<file path="src/sqv_pkg.sv">
package sqv_pkg;
   // Register offsets (byte addresses)
   localparam logic [11:0] QUEUE_MANAGEMENT_CONTROL_OFS = 12'h390;
   localparam logic [11:0] PACKET_MEMORY_FREE_BLOCKS_OFS = 12'h3AC;
   localparam logic [11:0] VLAN_ENTRY_WORD_ZERO_OFS = 12'h400;
   localparam logic [11:0] VLAN_ENTRY_WORD_TWO_OFS = 12'h408;
   localparam logic [11:0] MEMBERSHIP_CHECK_OFS = 12'h3B0;
   localparam logic [11:0] PACKET_MEMORY_EVENT_OFS = 12'h3B4;
   // Queue control fields
   localparam int PRIO_MAP_LSB = 6;
   localparam int UNICAST_DISCARD_BIT = 1;
   localparam int QCTL_RW_MSB = 7;
   localparam logic [1:0] PRIO_MAP_RESET = 2'h2;
   localparam logic UNICAST_DISCARD_RESET = 1'h1;
   localparam logic [5:0] QCTL_LOW_RESET = 6'h00;
   localparam logic [1:0] MAP_CODE_ONLY3 = 2'h0;
   localparam logic [1:0] MAP_CODE_UNUSED = 2'h1;
   localparam logic [1:0] MAP_CODE_HALF = 2'h2;
   localparam logic [1:0] MAP_CODE_ALL_BUT0 = 2'h3;
   // Free block count
   localparam int FREE_COUNT_LSB = 16;
   localparam int FREE_COUNT_W = 11;
   localparam logic [10:0] FREE_COUNT_MAX = 11'h3F7;
   // VLAN entry word zero fields
   localparam int VALID_BIT = 31;
   localparam int FWD_OPT_BIT = 27;
   localparam int PRIORITY_LSB = 24;
   localparam int MSTI_LSB = 12;
   localparam int FID_LSB = 0;
   localparam logic [31:0] VLAN_ENTRY_MASK = 32'h8F00707F;
   localparam logic [31:0] VLAN_ENTRY_RESET = 32'h00000000;
   localparam logic [2:0] PORT_FORWARD_RESET = 3'h0;
endpackage

</file>
<file path="src/sqv_regs.sv">
`timescale 1ns/100ps
// Notes on behaviour
// [RULE_01] Two-queue map field bits 7:6, reset 10b
// [RULE_02] Map code selects high queue threshold
// [RULE_03] Discard set: restrict to membership ports
// [RULE_04] Discard clear: unicast frames not restricted
// [RULE_05] Discard clear, mirrored unicast frame dropped
// [RULE_06] Free block count read-only, bits 26:16
// [RULE_07] Free count resets to 0x3F7 when empty
// [RULE_08] VLAN entry valid bit 31, reset 0
// [RULE_09] Forward option set: use entry port map
// [RULE_10] Forward option clear: use other port sources
// [RULE_11] Priority 26:24, spanning index 14:12, reset zero
// [RULE_12] Filter identifier held in bits 6:0
// [RULE_13] Entry port forward bits need forward option
// [RULE_14] Reserved read-only bits read zero
module sqv_regs (
   // Clock and reset
   input wire logic mclk,
   input wire logic reset_n,
   // Register port
   input wire logic [11:0] reg_addr,
   input wire logic [31:0] reg_wdata,
   input wire logic reg_wr,
   input wire logic reg_rd,
   output logic [31:0] reg_rdata,
   // Queue mapping lookup
   input wire logic [1:0] regen_priority,
   output logic high_queue,
   // Forwarding decision
   input wire logic [2:0] membership_ports,
   input wire logic [2:0] lookup_ports,
   input wire logic single_destination,
   input wire logic mirror_active,
   output logic [2:0] egress_ports,
   output logic frame_drop,
   // Packet memory block usage
   input wire logic block_alloc,
   input wire logic block_free,
   // VLAN entry fields toward the lookup engine
   output logic entry_valid,
   output logic forward_option_select,
   output logic [2:0] entry_priority,
   output logic [2:0] entry_msti,
   output logic [6:0] filter_identifier
);
   logic [7:0] qctl;
   logic [10:0] free_block_count;
   logic [31:0] vlan_word0;
   logic [2:0] port_forward;
   logic [31:0] next_rdata;
   logic [2:0] next_ports;
   logic next_drop;
   logic next_high;

   function automatic logic map_to_high(input logic [1:0] code, input logic [1:0] prio);
      case (code)
         sqv_pkg::MAP_CODE_ONLY3: map_to_high = (prio == 2'h3);
         sqv_pkg::MAP_CODE_HALF: map_to_high = (prio >= 2'h2);
         sqv_pkg::MAP_CODE_ALL_BUT0: map_to_high = (prio != 2'h0);
         default: map_to_high = (prio >= 2'h2);
      endcase
   endfunction

   // Queue control word; bits 5:2 and 0 are plain storage
   always_ff @(posedge mclk or negedge reset_n) begin
      if (!reset_n) begin
         qctl <= {sqv_pkg::PRIO_MAP_RESET, sqv_pkg::QCTL_LOW_RESET[5:2], // [RULE_01]
                  sqv_pkg::UNICAST_DISCARD_RESET, sqv_pkg::QCTL_LOW_RESET[0]};
      end else if (reg_wr && reg_addr == sqv_pkg::QUEUE_MANAGEMENT_CONTROL_OFS) begin
         qctl <= reg_wdata[sqv_pkg::QCTL_RW_MSB:0];
      end
   end

   AST_QCTL_WRITE: assert property (@(posedge mclk) disable iff (!reset_n) // [RULE_01]
      (reg_wr && reg_addr == sqv_pkg::QUEUE_MANAGEMENT_CONTROL_OFS)
      |=> qctl == $past(reg_wdata[sqv_pkg::QCTL_RW_MSB:0]))
      else $error("queue control write lost");
   AST_QCTL_HOLD: assert property (@(posedge mclk) disable iff (!reset_n) // [RULE_01]
      !(reg_wr && reg_addr == sqv_pkg::QUEUE_MANAGEMENT_CONTROL_OFS) |=> $stable(qctl))
      else $error("queue control changed without a write");

   // Free block counter; alloc and free together cancel
   always_ff @(posedge mclk or negedge reset_n) begin
      if (!reset_n) begin
         free_block_count <= sqv_pkg::FREE_COUNT_MAX; // [RULE_07]
      end else if (block_alloc && !block_free && free_block_count != 11'h000) begin
         free_block_count <= free_block_count - 11'h001; // [RULE_06]
      end else if (block_free && !block_alloc && free_block_count != sqv_pkg::FREE_COUNT_MAX) begin
         free_block_count <= free_block_count + 11'h001;
      end
   end

   AST_FREE_UP: assert property (@(posedge mclk) disable iff (!reset_n) // [RULE_06]
      (block_free && !block_alloc && free_block_count != sqv_pkg::FREE_COUNT_MAX)
      |=> free_block_count == $past(free_block_count) + 11'h001)
      else $error("free block count did not track release");
   AST_FREE_BOTH: assert property (@(posedge mclk) disable iff (!reset_n) // [RULE_06]
      (block_alloc == block_free) |=> $stable(free_block_count))
      else $error("free block count moved without net change");
   AST_FREE_STEP: assert property (@(posedge mclk) disable iff (!reset_n) // [RULE_06]
      1'b1 |=> free_block_count == $past(free_block_count)
      || free_block_count == $past(free_block_count) + 11'h001
      || free_block_count == $past(free_block_count) - 11'h001)
      else $error("free block count jumped");
   AST_FREE_FLOOR: assert property (@(posedge mclk) disable iff (!reset_n) // [RULE_06]
      (free_block_count == 11'h000 && !block_free) |=> free_block_count == 11'h000)
      else $error("free block count wrapped below zero");
   AST_FREE_CEIL: assert property (@(posedge mclk) disable iff (!reset_n) // [RULE_07]
      (free_block_count == sqv_pkg::FREE_COUNT_MAX && !block_alloc)
      |=> free_block_count == sqv_pkg::FREE_COUNT_MAX)
      else $error("free block count passed its maximum");
   AST_FREE_RESET: assert property (@(posedge mclk) // [RULE_07]
      $rose(reset_n) |-> free_block_count == sqv_pkg::FREE_COUNT_MAX)
      else $error("free block count reset value wrong");

   // VLAN entry staging words
   always_ff @(posedge mclk or negedge reset_n) begin
      if (!reset_n) begin
         vlan_word0 <= sqv_pkg::VLAN_ENTRY_RESET; // [RULE_08] [RULE_11]
         port_forward <= sqv_pkg::PORT_FORWARD_RESET;
      end else if (reg_wr) begin
         if (reg_addr == sqv_pkg::VLAN_ENTRY_WORD_ZERO_OFS) begin
            vlan_word0 <= reg_wdata & sqv_pkg::VLAN_ENTRY_MASK; // [RULE_14]
         end
         if (reg_addr == sqv_pkg::VLAN_ENTRY_WORD_TWO_OFS) begin
            port_forward <= reg_wdata[2:0];
         end
      end
   end

   AST_WORD0_WRITE: assert property (@(posedge mclk) disable iff (!reset_n) // [RULE_14]
      (reg_wr && reg_addr == sqv_pkg::VLAN_ENTRY_WORD_ZERO_OFS)
      |=> vlan_word0 == ($past(reg_wdata) & sqv_pkg::VLAN_ENTRY_MASK))
      else $error("entry word zero write lost");
   AST_WORD0_HOLD: assert property (@(posedge mclk) disable iff (!reset_n) // [RULE_08]
      !(reg_wr && reg_addr == sqv_pkg::VLAN_ENTRY_WORD_ZERO_OFS)
      |=> $stable(vlan_word0))
      else $error("entry word zero changed without a write");
   AST_WORD2_WRITE: assert property (@(posedge mclk) disable iff (!reset_n) // [RULE_13]
      (reg_wr && reg_addr == sqv_pkg::VLAN_ENTRY_WORD_TWO_OFS)
      |=> port_forward == $past(reg_wdata[2:0]))
      else $error("port forward write lost");
   AST_WORD2_HOLD: assert property (@(posedge mclk) disable iff (!reset_n) // [RULE_13]
      !(reg_wr && reg_addr == sqv_pkg::VLAN_ENTRY_WORD_TWO_OFS)
      |=> $stable(port_forward))
      else $error("port forward changed without a write");
   AST_WORD0_RESET: assert property (@(posedge mclk) // [RULE_08]
      $rose(reset_n) |-> vlan_word0 == sqv_pkg::VLAN_ENTRY_RESET
      && port_forward == sqv_pkg::PORT_FORWARD_RESET)
      else $error("entry staging reset value wrong");

   // Read mux
   always_comb begin
      next_rdata = 32'h00000000;
      case (reg_addr)
         sqv_pkg::QUEUE_MANAGEMENT_CONTROL_OFS: next_rdata = {24'h000000, qctl};
         sqv_pkg::PACKET_MEMORY_FREE_BLOCKS_OFS:
            next_rdata = {5'h00, free_block_count, 16'h0000}; // [RULE_06] [RULE_14]
         sqv_pkg::VLAN_ENTRY_WORD_ZERO_OFS: next_rdata = vlan_word0;
         sqv_pkg::VLAN_ENTRY_WORD_TWO_OFS: next_rdata = {29'h00000000, port_forward};
         default: next_rdata = 32'h00000000;
      endcase
   end

   always_ff @(posedge mclk or negedge reset_n) begin
      if (!reset_n) begin
         reg_rdata <= 32'h00000000;
      end else if (reg_rd) begin
         reg_rdata <= next_rdata;
      end else begin
         reg_rdata <= 32'h00000000;
      end
   end

   AST_RDATA_IDLE: assert property (@(posedge mclk) disable iff (!reset_n) // [RULE_14]
      !reg_rd |=> reg_rdata == 32'h00000000)
      else $error("read data not zero outside a read");
   AST_RD_QCTL: assert property (@(posedge mclk) disable iff (!reset_n) // [RULE_14]
      (reg_rd && reg_addr == sqv_pkg::QUEUE_MANAGEMENT_CONTROL_OFS)
      |=> reg_rdata == {24'h000000, $past(qctl)})
      else $error("queue control read wrong");
   AST_RD_FREE: assert property (@(posedge mclk) disable iff (!reset_n) // [RULE_06]
      (reg_rd && reg_addr == sqv_pkg::PACKET_MEMORY_FREE_BLOCKS_OFS)
      |=> reg_rdata[sqv_pkg::FREE_COUNT_LSB +: sqv_pkg::FREE_COUNT_W] == $past(free_block_count))
      else $error("free block count read wrong");
   AST_RD_FREE_RSVD: assert property (@(posedge mclk) disable iff (!reset_n) // [RULE_14]
      (reg_rd && reg_addr == sqv_pkg::PACKET_MEMORY_FREE_BLOCKS_OFS)
      |=> reg_rdata[31:27] == 5'h00 && reg_rdata[15:0] == 16'h0000)
      else $error("free block register reserved bits set");
   AST_RD_WORD0: assert property (@(posedge mclk) disable iff (!reset_n) // [RULE_08]
      (reg_rd && reg_addr == sqv_pkg::VLAN_ENTRY_WORD_ZERO_OFS)
      |=> reg_rdata == $past(vlan_word0))
      else $error("entry word zero read wrong");
   AST_RD_WORD2: assert property (@(posedge mclk) disable iff (!reset_n) // [RULE_14]
      (reg_rd && reg_addr == sqv_pkg::VLAN_ENTRY_WORD_TWO_OFS)
      |=> reg_rdata == {29'h00000000, $past(port_forward)})
      else $error("port forward read wrong");
   AST_RD_UNMAPPED: assert property (@(posedge mclk) disable iff (!reset_n) // [RULE_14]
      (reg_rd && reg_addr != sqv_pkg::QUEUE_MANAGEMENT_CONTROL_OFS
       && reg_addr != sqv_pkg::PACKET_MEMORY_FREE_BLOCKS_OFS
       && reg_addr != sqv_pkg::VLAN_ENTRY_WORD_ZERO_OFS
       && reg_addr != sqv_pkg::VLAN_ENTRY_WORD_TWO_OFS) |=> reg_rdata == 32'h00000000)
      else $error("unmapped address read nonzero");

   // Forwarding decision
   always_comb begin
      next_drop = 1'b0;
      if (vlan_word0[sqv_pkg::FWD_OPT_BIT]) begin
         next_ports = port_forward; // [RULE_09] [RULE_13]
      end else begin
         next_ports = lookup_ports; // [RULE_10]
      end
      if (qctl[sqv_pkg::UNICAST_DISCARD_BIT]) begin
         next_ports = next_ports & membership_ports; // [RULE_03]
      end else if (!single_destination) begin
         next_ports = next_ports & membership_ports; // [RULE_04]
      end else if (mirror_active) begin
         next_drop = 1'b1; // [RULE_05]
         next_ports = 3'h0;
      end
      next_high = map_to_high(qctl[sqv_pkg::PRIO_MAP_LSB +: 2], regen_priority); // [RULE_02]
   end

   always_ff @(posedge mclk or negedge reset_n) begin
      if (!reset_n) begin
         egress_ports <= 3'h0;
         frame_drop <= 1'b0;
         high_queue <= 1'b0;
      end else begin
         egress_ports <= next_ports;
         frame_drop <= next_drop;
         high_queue <= next_high;
      end
   end

   AST_MAP_ONLY3: assert property (@(posedge mclk) disable iff (!reset_n) // [RULE_02]
      (qctl[sqv_pkg::PRIO_MAP_LSB +: 2] == sqv_pkg::MAP_CODE_ONLY3)
      |=> high_queue == ($past(regen_priority) == 2'h3))
      else $error("two-queue map code 00 misrouted");
   AST_MAP_ALL_BUT0: assert property (@(posedge mclk) disable iff (!reset_n) // [RULE_02]
      (qctl[sqv_pkg::PRIO_MAP_LSB +: 2] == sqv_pkg::MAP_CODE_ALL_BUT0)
      |=> high_queue == ($past(regen_priority) != 2'h0))
      else $error("two-queue map code 11 misrouted");
   AST_MAP_UNUSED: assert property (@(posedge mclk) disable iff (!reset_n) // [RULE_02]
      (qctl[sqv_pkg::PRIO_MAP_LSB +: 2] == sqv_pkg::MAP_CODE_UNUSED)
      |=> high_queue == ($past(regen_priority) >= 2'h2))
      else $error("unused map code not treated as code 10");
   AST_MAP_PRIO3: assert property (@(posedge mclk) disable iff (!reset_n) // [RULE_02]
      (regen_priority == 2'h3) |=> high_queue)
      else $error("priority 3 not sent to the high queue");
   AST_OTHER_SOURCES: assert property (@(posedge mclk) disable iff (!reset_n) // [RULE_10]
      (!vlan_word0[sqv_pkg::FWD_OPT_BIT] && qctl[sqv_pkg::UNICAST_DISCARD_BIT])
      |=> egress_ports == ($past(lookup_ports) & $past(membership_ports)))
      else $error("lookup port map not used");
   AST_MULTI_RESTRICT: assert property (@(posedge mclk) disable iff (!reset_n) // [RULE_04]
      (!qctl[sqv_pkg::UNICAST_DISCARD_BIT] && !single_destination)
      |=> (egress_ports & ~$past(membership_ports)) == 3'h0 && !frame_drop)
      else $error("multi-destination frame left membership ports");
   AST_NO_DROP: assert property (@(posedge mclk) disable iff (!reset_n) // [RULE_05]
      (qctl[sqv_pkg::UNICAST_DISCARD_BIT] || !single_destination || !mirror_active)
      |=> !frame_drop)
      else $error("frame dropped without mirroring");
   AST_DROP_PORTS: assert property (@(posedge mclk) disable iff (!reset_n) // [RULE_05]
      frame_drop |-> egress_ports == 3'h0)
      else $error("dropped frame still has egress ports");
   AST_FWD_UNRESTRICT: assert property (@(posedge mclk) disable iff (!reset_n) // [RULE_13]
      (vlan_word0[sqv_pkg::FWD_OPT_BIT] && !qctl[sqv_pkg::UNICAST_DISCARD_BIT]
       && single_destination && !mirror_active) |=> egress_ports == $past(port_forward))
      else $error("entry port map not applied to single destination");
   AST_PORTS_SOURCE: assert property (@(posedge mclk) disable iff (!reset_n) // [RULE_13]
      !vlan_word0[sqv_pkg::FWD_OPT_BIT] |=> (egress_ports & ~$past(lookup_ports)) == 3'h0)
      else $error("entry port map used without forward option");
   AST_OUT_RESET: assert property (@(posedge mclk) // [RULE_03]
      $rose(reset_n) |-> egress_ports == 3'h0 && !frame_drop && !high_queue)
      else $error("decision outputs not zero after reset");

   // Entry fields registered toward the lookup engine
   always_ff @(posedge mclk or negedge reset_n) begin
      if (!reset_n) begin
         entry_valid <= 1'b0;
         forward_option_select <= 1'b0;
         entry_priority <= 3'h0;
         entry_msti <= 3'h0;
         filter_identifier <= 7'h00;
      end else begin
         entry_valid <= vlan_word0[sqv_pkg::VALID_BIT]; // [RULE_08]
         forward_option_select <= vlan_word0[sqv_pkg::FWD_OPT_BIT];
         entry_priority <= vlan_word0[sqv_pkg::PRIORITY_LSB +: 3]; // [RULE_11]
         entry_msti <= vlan_word0[sqv_pkg::MSTI_LSB +: 3];
         filter_identifier <= vlan_word0[sqv_pkg::FID_LSB +: 7]; // [RULE_12]
      end
   end

   AST_ENTRY_VALID: assert property (@(posedge mclk) disable iff (!reset_n) // [RULE_08]
      1'b1 |=> entry_valid == $past(vlan_word0[sqv_pkg::VALID_BIT]))
      else $error("valid flag not passed on");
   AST_ENTRY_FWD: assert property (@(posedge mclk) disable iff (!reset_n) // [RULE_09]
      1'b1 |=> forward_option_select == $past(vlan_word0[sqv_pkg::FWD_OPT_BIT]))
      else $error("forward option not passed on");
   AST_ENTRY_FIELDS: assert property (@(posedge mclk) disable iff (!reset_n) // [RULE_11]
      1'b1 |=> entry_priority == $past(vlan_word0[sqv_pkg::PRIORITY_LSB +: 3])
      && entry_msti == $past(vlan_word0[sqv_pkg::MSTI_LSB +: 3]))
      else $error("priority or spanning index not passed on");
   AST_ENTRY_FID: assert property (@(posedge mclk) disable iff (!reset_n) // [RULE_12]
      1'b1 |=> filter_identifier == $past(vlan_word0[sqv_pkg::FID_LSB +: 7]))
      else $error("filter identifier not passed on");
   AST_ENTRY_RESET: assert property (@(posedge mclk) // [RULE_11]
      $rose(reset_n) |-> !entry_valid && entry_priority == 3'h0 && entry_msti == 3'h0
      && filter_identifier == 7'h00)
      else $error("entry outputs not zero after reset");

   AST_MAP_HALF: assert property (@(posedge mclk) disable iff (!reset_n) // [RULE_02]
      (qctl[7:6] == 2'h2) |=> (high_queue == ($past(regen_priority) >= 2'h2)))
      else $error("two-queue map code 10 misrouted");
   AST_MAP_ONE: assert property (@(posedge mclk) disable iff (!reset_n) // [RULE_02]
      (qctl[7:6] == 2'h3 && regen_priority == 2'h0) |=> !high_queue)
      else $error("priority 0 went high with code 11");
   AST_QCTL_RESET: assert property (@(posedge mclk) // [RULE_01]
      $rose(reset_n) |-> qctl[7:6] == 2'h2 && qctl[1])
      else $error("queue control reset value wrong");
   AST_RESTRICT: assert property (@(posedge mclk) disable iff (!reset_n) // [RULE_03]
      qctl[1] |=> (egress_ports & ~$past(membership_ports)) == 3'h0)
      else $error("frame left membership ports");
   AST_UNRESTRICT: assert property (@(posedge mclk) disable iff (!reset_n) // [RULE_04]
      (!qctl[1] && single_destination && !mirror_active && !vlan_word0[27])
      |=> egress_ports == $past(lookup_ports))
      else $error("single destination frame was restricted");
   AST_MIRROR_DROP: assert property (@(posedge mclk) disable iff (!reset_n) // [RULE_05]
      (!qctl[1] && single_destination && mirror_active) |=> frame_drop && egress_ports == 3'h0)
      else $error("mirrored unicast frame not dropped");
   AST_FREE_RANGE: assert property (@(posedge mclk) disable iff (!reset_n) // [RULE_06]
      (block_alloc && !block_free && free_block_count != 11'h000)
      |=> free_block_count == $past(free_block_count) - 11'h001)
      else $error("free block count did not track allocation");
   AST_FREE_MAX: assert property (@(posedge mclk) disable iff (!reset_n) // [RULE_07]
      free_block_count <= sqv_pkg::FREE_COUNT_MAX)
      else $error("free block count above maximum");
   AST_FWD_OPT: assert property (@(posedge mclk) disable iff (!reset_n) // [RULE_09]
      (vlan_word0[27] && qctl[1]) |=> egress_ports == ($past(port_forward) & $past(membership_ports)))
      else $error("entry port map not applied");
   AST_RSVD_ZERO: assert property (@(posedge mclk) disable iff (!reset_n) // [RULE_14]
      (vlan_word0 & ~sqv_pkg::VLAN_ENTRY_MASK) == 32'h00000000)
      else $error("reserved entry bits set");
endmodule // sqv_regs

</file>
<file path="config.mk">
export PLATFORM = sky130hd
export DESIGN_NAME = sqv_regs
export DESIGN_NICKNAME = d
export VERILOG_FILES = /design/src/sqv_pkg.sv /design/src/sqv_regs.sv
export SDC_FILE = /design/constraint.sdc
export NUM_CORES = 1
export LEC_CHECK = 0
export BUFFER_PORTS_ARGS = -buffer_cell sky130_fd_sc_hd__buf_4
export CAP_MARGIN = 25
export CORE_ASPECT_RATIO = 2
export CORE_MARGIN = 1
export CORE_UTILIZATION = 51
export DETAILED_ROUTE_END_ITERATION = 16
export GPL_ROUTABILITY_DRIVEN = 0
export PLACE_DENSITY = 0.87
export SETUP_SLACK_MARGIN = 0.2
export SLEW_MARGIN = 25
export SYNTH_ARGS = -nofsm -noshare
export SYNTH_HDL_FRONTEND = slang
export SYNTH_SLANG_ARGS = --single-unit
</file>
<file path="constraint.sdc">
create_clock -name mclk -period 3.7 [get_ports mclk]
set_input_delay 0 -clock mclk [delete_from_list [all_inputs] [get_ports mclk]]
set_output_delay 0 -clock mclk [all_outputs]
set_load 0.05 [all_outputs]
</file>
==> results of run 1 <==
where the power goes:
| group | switching [mW] | leakage, nW | internal (mW) |
|---|---|---|---|
| logic | 0.313 | 1.27 | 0.252 |
| registers | 0.0958 | 1.08 | 0.990 |
| clock network | 0.327 | 0.164 | 0.678 |
metrics by stage:
stage                util  cell area, µm²
floorplan               -            3640
global placement    0.624            4300
detailed placement  0.624            4300
CTS                 0.712            4900
global route        0.712            4900
finish              0.712            4900
tightest hold or removal path, cell delays in order:
cell and delay [ps]:
buf_4 110, mux2i_1 140, a211oi_1 60
routing by layer:
| metal | vias to the layer above | track usage | share of wire |
|---|---|---|---|
| li1 | 1271 | - | - |
| met1 | 1335 | 0.263 | 0.35 |
| met2 | 101 | 0.438 | 0.57 |
| met3 | 20 | 0.0650 | 0.052 |
| met4 | 0 | 0.140 | 0.027 |
| met5 | - | 0 | 0 |
sequential cells by signal, indices dropped and copies added (netlist names):
signal                 count
port_forward               3
vlan_word0                15
high_queue                 1
qctl                       8
entry_priority             3
entry_valid                1
filter_identifier          7
reg_rdata                 24
free_block_count          11
egress_ports               3
entry_msti                 3
frame_drop                 1
forward_option_select      1
cell usage in the layout (no fill, tap or decap), drive strengths merged, types with 2 or more instances in the layout:
cell and instances:
conb 8, o21ai 9, xnor2 3, and3 14
a211oi 2, dfrtp 70, a21oi 12, clkbuf 13
buf 88, mux2i 4, xor2 2, nand2 19
and2 2, a21o 2, nor2b 12, a31oi 3
nand3 5, o31ai 2, dfstp 11, nor3 2
nor2 14, nand4b 3, inv 10, mux2 27
ha 11, dlygate4sd3 26, bufinv 3, nor4 6
or2 2, a22oi 10, nand4 3, nand2b 4
kinds of logic (layout without fill, tap and decap cells):
family	Yosys count	count (layout)
mux	31	31
fa+ha+maj	12	12
compound gates	50	50
other cells	1	8
simple gates	90	90
flops	81	81
xor+xnor	5	5
buf+inv	28	140
area by class of cell:
class                      instances  area (µm²)  share of cell area
inverter                          10        37.5             0.00765
multi-input combinational        196        1450               0.295
sequential                        81        2040               0.416
tap                               90         113              0.0230
clock buffer                      13         250              0.0510
clock inverter                     3        90.1              0.0184
timing repair buffer             114         925               0.189
path summary, 6_finish.rpt:
check                                     from             endpoint  slack [ps]
max                        free_block_count[6]  free_block_count[8]         590
min                            lookup_ports[1]      egress_ports[1]          30
max reg2reg                free_block_count[6]  free_block_count[8]         590
min reg2reg                     vlan_word0[12]        entry_msti[0]         400
max in group asynchronous              reset_n        entry_msti[1]        2940
min in group asynchronous              reset_n         reg_rdata[4]         260
repair_timing:
action,CTS,global route
buffers inserted,0,0
gates resized for setup,0,0
hold buffers,26,0
hold endpoints to repair,101,0
==> out/metrics.cfg, run 1 <==
[setup_path]
path_delay_family=compound AO/OA/AOI/OAI gates
reg2reg_depth=9
crit_path_start_kind=register
crit_cells=9
arrival_ps=3340
critical-path-slowest-cell=o2111ai_1
path_buf_inv=1
criticalPathCategory=register to register
cp_data_required_time_ps=3930
worstPathMaxFanout=10
crit_path_end_kind=register
cpPeakStageDelay_ps=400
crit_chain=nor4_1, a311o_1, inv_1, ha_1, nor2b_1, o2111ai_1, a21oi_1, o21a_1, o31ai_1

[clock_network]
clockRootBuffer=clkbuf_16
clock-sinks=81
clockBufferDepth=2
cts_max_level=3
cts_tree=done
cts_buffers=9
clock_latency_ps=330
path_clk_slew_ps=60

[floorplan]
initial_core_util=0.524
die_area_um2=7440
io_pins=112
die_x_um=61.5
core_um2=6890
rows=43
fp.dieH_um=121

[routing]
first_iter_violations=106
drc=0
drtPass1Iterations=4
postRouteAntennaNets=0
vias=2727
wirelength_mm=8.52
wire_per_inst_um=16.8
via_per_inst=5.38

[synth]
synthAdderAreaFrac=0.0437
ys_seq_area_frac=0.565
synthSimpleGateAreaFrac=0.139
synth.distinct_cells=51
synth_top_family_by_area=simple AND/OR/NAND/NOR gates
synth_xor_area_frac=0.0121
async_flop_share=1.00
muxShareOfSynthArea=0.106
synthCells=298
post-synth-top-area-fraction=0.485
synth_edf_count=0
post-synth-top-count-cell=dfrtp_1
synth_compound_area_frac=0.0925
synth_ff_type=dfrtp_1
ys_seq_elements=81
synth_common_cells=dfrtp_1 (70), nand2_1 (19), mux2_2 (17)
yosysWarnings=0
synth_top_area_cell=dfrtp_1
synth_area_um2=3610
synthTopCellsByArea=dfrtp_1 (49%), dfstp_2 (8.0%), mux2_2 (5.3%)
synth_area_per_cell_um2=12.1

[timing]
final.period_utilization=0.841
hold_viol_final=0
rsz0062_at_grt=no
setup_ws_ps=590
fin_crit_ps=3110
clock.fmax_mhz=321
relSlewSlack=0.368
finalSetupTns_ps=0
clock_skew_ps=6.42
tightest_slew_ps=948
maxSlewViolCount=0
holdWs_ps=26.4
setup_viol=0

[placement]
hpwl_mm=5.85
io_buffers=87
dp_slack_ps=725
dp.cells=465

[layout]
fill_cells=486
drive_gt1_frac=0.345
antenna_cells=0
syn_to_final_growth_pct=35.9
fin_cells=507
nets=484

[power_and_ir_drop]
p_leak_nw=2.51
power_mw=2.66
ir_drop_mv=0.375
pwr_density_cell_nw_per_um2=541

[hold_path]
hold_class=input pin to register
worstHoldPathCells=3

[grt]
grt_max_degree=82
grt_pass1_vias=2895
antenna_found_initial=0
grt_first_pass_wirelength_mm=13.4
overflow=0
grt.total_usage=0.253

[status]
status=finished, final reports clean

[job]
cap_violations=0

(Power assumes the default switching activity.)
==> inputs of run 2 (changes only) <==
Settings changed: CORE_UTILIZATION 51 to 46, PLACE_DENSITY 0.87 to 0.83.
Clock period 3.7 ns to 2.7 ns, I/O delays scaled along.
==> run 2 against run 1 <==
- final cell count rose by 4.5%
- total power rose by 45%
- non-clock buffer count rose by 19
- combinational power rose by 86%
- via count rose by 8.9%
- routed wire length rose by 20%
- utilization fell by 3.9 points
- worst hold slack improved by 21 ps
- clock skew barely moved
- flip-flop and latch count did not move
- largest power group unchanged
==> out/metrics.cfg, run 2 (same netlist as run 1, synthesis figures left out) <==
[status]
status=finished, final reports clean

[timing]
relSlewSlack=0.362
setup_ws_ps=68.8
setup_viol=0
rsz0062_at_grt=yes
final.period_utilization=0.975
fin_crit_ps=2630
clock.fmax_mhz=380
hold_viol_final=0
finalSetupTns_ps=0
tightest_slew_ps=956
maxSlewViolCount=0
clock_skew_ps=6.70

[clock_network]
clockRootBuffer=clkbuf_16
path_clk_slew_ps=60
clock_latency_ps=340
cts_buffers=9
cts_max_level=3
cts_tree=done
clockBufferDepth=2
clock-sinks=81

[floorplan]
io_pins=112
initial_core_util=0.475
rows=45
core_um2=7600
die_area_um2=8230
die_x_um=64.6
fp.dieH_um=127

[grt]
grt.total_usage=0.253
grt_pass1_vias=3108
grt_max_degree=82
antenna_found_initial=0
grt_first_pass_wirelength_mm=15.4
overflow=0

[setup_path]
cpPeakStageDelay_ps=590
crit_path_start_kind=register
crit_chain=nor4_4, a311o_1, buf_4, fa_2, nor2b_2, o2111ai_2, buf_4, a211oi_2, a221o_1, nand2_1
path_buf_inv=2
crit_path_end_kind=register
criticalPathCategory=register to register
critical-path-slowest-cell=dfstp_2
worstPathMaxFanout=4
cp_data_required_time_ps=2910
crit_path_frequent_cell=buf_4
arrival_ps=2840
path_delay_family=compound AO/OA/AOI/OAI gates

[layout]
final_cell_area_um2=5120
nets=503
largest_register=reg_rdata
antenna_cells=0
largest_reg_flops=24
syn_to_final_growth_pct=41.8
layout_common_cells=buf_4 (106), dfrtp_1 (70), dlygate4sd3_1 (26)
top_regs=reg_rdata: 24 flops, vlan_word0: 15 flops, free_block_count: 11 flops
fin_cells=530
final_common_cell=buf_4
fill_cells=501
postLayoutCoreUtil=0.673
drive_gt1_frac=0.406

[job]
cap_violations=0

[placement]
io_buffers=87
postPlaceCellArea_um2=4370
hpwl_mm=5.99
dp_slack_ps=-64.1
dp.cells=478

[routing]
drc=0
via_per_inst=5.60
wire_per_inst_um=19.2
wirelength_mm=10.2
first_iter_violations=212
vias=2970
postRouteAntennaNets=0
drtPass1Iterations=4

[power_and_ir_drop]
p_leak_nw=2.59
pwr_density_cell_nw_per_um2=751
ir_drop_mv=0.406

[hold_path]
hold_class=input pin to register

-- run 2: cell types whose count changed in the layout (fill, tap and decap cells not counted), moves of 2 or more --
cell / previous run / this run
clkinvlp_4: 0 / 2
a21oi_1: 12 / 10
ha_1: 11 / 9
buf_4: 87 / 106
clkbuf_1: 3 / 1
a21oi_2: 0 / 2
-- run 2: what timing repair did --
| action | in CTS | in global routing |
|---|---|---|
| resized for setup | 5 | 8 |
| hold buffers | 26 | 0 |
| endpoints found under the setup margin | 5 | 6 |
| pin swaps | 2 | 7 |
| endpoints found under the hold margin | 101 | 0 |
| setup buffers | 2 | 8 |
-- run 2: report_power, final --
| part | internal (mW) | total, mW | switching [mW] |
|---|---|---|---|
| combinational | 0.490 | 1.05 | 0.556 |
| clock | 0.860 | 1.33 | 0.469 |
| sequential | 1.36 | 1.47 | 0.113 |
-- run 2: final cells by class --
cell class,instances,area (µm²),share of cell area
multi-input combinational,196,1520,0.298
clock buffer,12,256,0.0501
sequential,81,2040,0.399
inverter,10,37.5,0.00733
tap,94,118,0.0230
timing repair buffer,133,1070,0.209
clock inverter,4,75.1,0.0147
-- run 2: layer usage --
| layer | routed length, µm | GRT usage | share of wire | vias to the layer above |
|---|---|---|---|---|
| li1 | - | - | - | 1309 |
| met1 | 3580 | 0.245 | 0.35 | 1480 |
| met2 | 5620 | 0.461 | 0.55 | 137 |
| met3 | 491 | 0.0491 | 0.048 | 44 |
| met4 | 510 | 0.183 | 0.050 | 0 |
| met5 | 0 | 0 | 0 | - |
-- run 2: final timing paths --
path	startpoint	to	slack (ps)	cells past startpoint
worst max-delay path	free_block_count[7]	free_block_count[10]	70	10
worst min-delay path	reg_rd	reg_rdata[4]	50	2
worst max register to register	free_block_count[7]	free_block_count[10]	70	10
worst min register to register	vlan_word0[2]	filter_identifier[2]	400	0
max in group asynchronous	reset_n	port_forward[1]	1960	2
min in group asynchronous	reset_n	reg_rdata[0]	240	2
-- run 2: through the flow --
step	hold slack, ps	power [mW]
after floorplan	-296	2.01
after global placement	189	2.26
after detailed placement	200	2.30
after CTS	47.5	3.68
after global routing	57.6	4.00
final	46.9	3.84
==> inputs of run 3 (changes only) <==
Settings changed: ABC_AREA from default to 1, CORE_UTILIZATION 46 to 47.
==> run 3 against run 2 <==
- combinational power decreased by 16%
- routed wire length decreased by 6.0%
- total power decreased by 8.6%
- sequential share of layout area increased by 0.34 points
- synthesized area increased by 6.2%
- clock power decreased by 13%
- flip-flop and latch count unchanged
- register-to-register slack improved by 280 ps
- first-iteration DRC count increased by 9.0%
- utilization decreased by 3.4 points
- critical path type unchanged
==> out/metrics.cfg, run 3 <==
[setup_path]
criticalPathCategory=register to register
crit_path_frequent_cell=nand2_1
path_buf_inv=2
timing.rr.end=free_block_count[10]
crit_path_end_kind=register
cpPeakStageDelay_ps=580
arrival_ps=2570
critical-path-slowest-cell=dfstp_2
crit_path_start_kind=register
crit_chain=nor2_1, nand2_1, nor2_1, nand2_1, nand2_2, inv_4, ha_1, nand2_1, inv_1, a21oi_1, nand2_1, nor2_1, nand3_1, nand3_1, nand2_1
reg2reg_slack_ps=350
cp_data_required_time_ps=2920
reg2reg_depth=15
path_delay_family=simple AND/OR/NAND/NOR gates
crit_start=free_block_count[5]
r2r-start=free_block_count[5]
worstPathMaxFanout=9

[timing]
finalSetupTns_ps=0
tightest_slew_ps=725
relSlewSlack=0.516
maxSlewViolCount=0
clock_skew_ps=4.36
hold_viol_final=0
holdWs_ps=10.1
rsz0062_at_grt=no
setup_viol=0
clock.fmax_mhz=426
fin_crit_ps=2350
final.period_utilization=0.869

[hold_path]
hold_class=input pin to register
min_from=reg_wr
hold_end=vlan_word0[12]
worstHoldPathCells=3

[layout]
top_regs=reg_rdata: 24 flops, vlan_word0: 15 flops, free_block_count: 11 flops
largest_register=reg_rdata
postLayoutCoreUtil=0.639
largest_reg_flops=24
fin_cells=656
layout_common_cells=nand2_1 (101), buf_4 (86), dfrtp_1 (70)
final_cell_area_um2=5070
final_common_cell=nand2_1
syn_to_final_growth_pct=32.3
drive_gt1_frac=0.245
antenna_cells=0
nets=627

[clock_network]
cts_buffers=9
post_cts_buffers=0
clockBufferDepth=2
cts_tree=done
path_clk_slew_ps=60
clockRootBuffer=clkbuf_16
cts_max_level=3
clock-sinks=81
clock_latency_ps=330

[synth]
synth.distinct_cells=40
async_flop_share=1.00
synthTopCellsByArea=dfrtp_1 (46%), nand2_1 (10%), dfstp_2 (7.5%)
ys_seq_area_frac=0.532
post-synth-top-area-fraction=0.457
synth_area_per_cell_um2=8.76
synth_ff_type=dfrtp_1
synth_common_cells=nand2_1 (102), dfrtp_1 (70), inv_1 (54)
post-synth-top-count-cell=nand2_1
yosysWarnings=0
synth_edf_count=0
synth_area_um2=3830
synthCells=438
synth_top_area_cell=dfrtp_1
ys_seq_elements=81

[floorplan]
die_area_um2=8550
io_pins=112
initial_core_util=0.483
rows=46
fp.dieH_um=130
core_um2=7940
die_x_um=65.9

[placement]
postPlaceCellArea_um2=4510
hpwl_mm=6.91
io_buffers=87
dp.cells=613

[job]
cap_violations=0

[status]
status=finished, final reports clean

[routing]
drc=0
wire_per_inst_um=14.6
wirelength_mm=9.59
postRouteAntennaNets=0
via_per_inst=5.09
vias=3337
drtPass1Iterations=4
first_iter_violations=231

[grt]
grt_first_pass_wirelength_mm=15.1
antenna_found_initial=0
grt_max_degree=82
overflow=0
grt_pass1_vias=3317
grt.total_usage=0.242

[power_and_ir_drop]
ir_drop_mv=0.499
pwr_density_cell_nw_per_um2=692
p_leak_nw=2.65

[run 3: changes by cell type after synthesis, moves of 5 or more]
| cell | change |
|---|---|
| and3_1 | -14 |
| nand2_1 | +83 |
| nand2_2 | +7 |
| nor3_1 | +11 |
| clkbuf_1 | -5 |
| o21ai_1 | +20 |
| mux2_2 | -17 |
| mux2_4 | -10 |
| inv_1 | +44 |
| a22oi_1 | -10 |
| nor2_1 | +41 |
| nor2b_1 | -12 |
| nand3_1 | +22 |
[run 3: worst max path at each step]
stage                                 to  slack (ps)  depth (start not counted)
finish              free_block_count[10]         350                         15
detailed placement  free_block_count[10]         230                         15
CTS                 free_block_count[10]         210                         15
floorplan            free_block_count[6]         550                         14
global route        free_block_count[10]         210                         15
global placement    free_block_count[10]         310                         15
[run 3: where the power goes]
part           switching, mW  internal [mW]
Clock                  0.448          0.715
Sequential             0.114           1.36
Combinational          0.546          0.334
Total                   1.11           2.40
[run 3: area by class of cell]
class                           instances  area (µm²)
Clock buffer                           13         240
Clock inverter                          3        42.5
Fill cell                             636        2870
Inverter                               56         218
Multi-Input combinational cell        293        1490
Sequential cell                        81        2040
Tap cell                               96         120
Timing Repair Buffer                  114         927
[run 3: logic make-up after synthesis]
| family | share of synthesized area |
|---|---|
| buf+inv | 0.0887 |
| flops | 0.532 |
| other cells | 0.000978 |
| compound gates | 0.0692 |
| fa+ha+maj | 0.0411 |
| simple gates | 0.256 |
| xor+xnor | 0.0114 |
[run 3: metal layers]
metal,up-vias,part of all wire,track usage
met5,-,0,0
met4,0,0.037,0.129
met3,29,0.034,0.0411
met2,98,0.59,0.460
met1,1605,0.34,0.238
li1,1605,-,-
[run 3: what timing repair did]
action	4_1_cts	5_1_grt
endpoints found under the hold margin	102	0
endpoints found under the setup margin	0	7
gates resized for setup	0	4
hold buffers	27	0
[run 3: through the flow]
step	setup WS [ps]	power, mW
6_report	353	3.51
5_1_grt	212	3.68
4_1_cts	207	3.51
3_5_place_dp	227	2.31
3_3_place_gp	311	2.27
2_1_floorplan	554	2.05
[run 3: worst register-to-register path, delay by kind of cell, from the launching register on]
| family | cells | cell delay (ps) |
|---|---|---|
| flip-flops | 1 | 580 |
| AO/OA/AOI/OAI | 1 | 290 |
| adder cells (fa/ha/maj) | 1 | 280 |
| buffers and inverters | 2 | 180 |
| AND/OR/NAND/NOR | 11 | 910 |
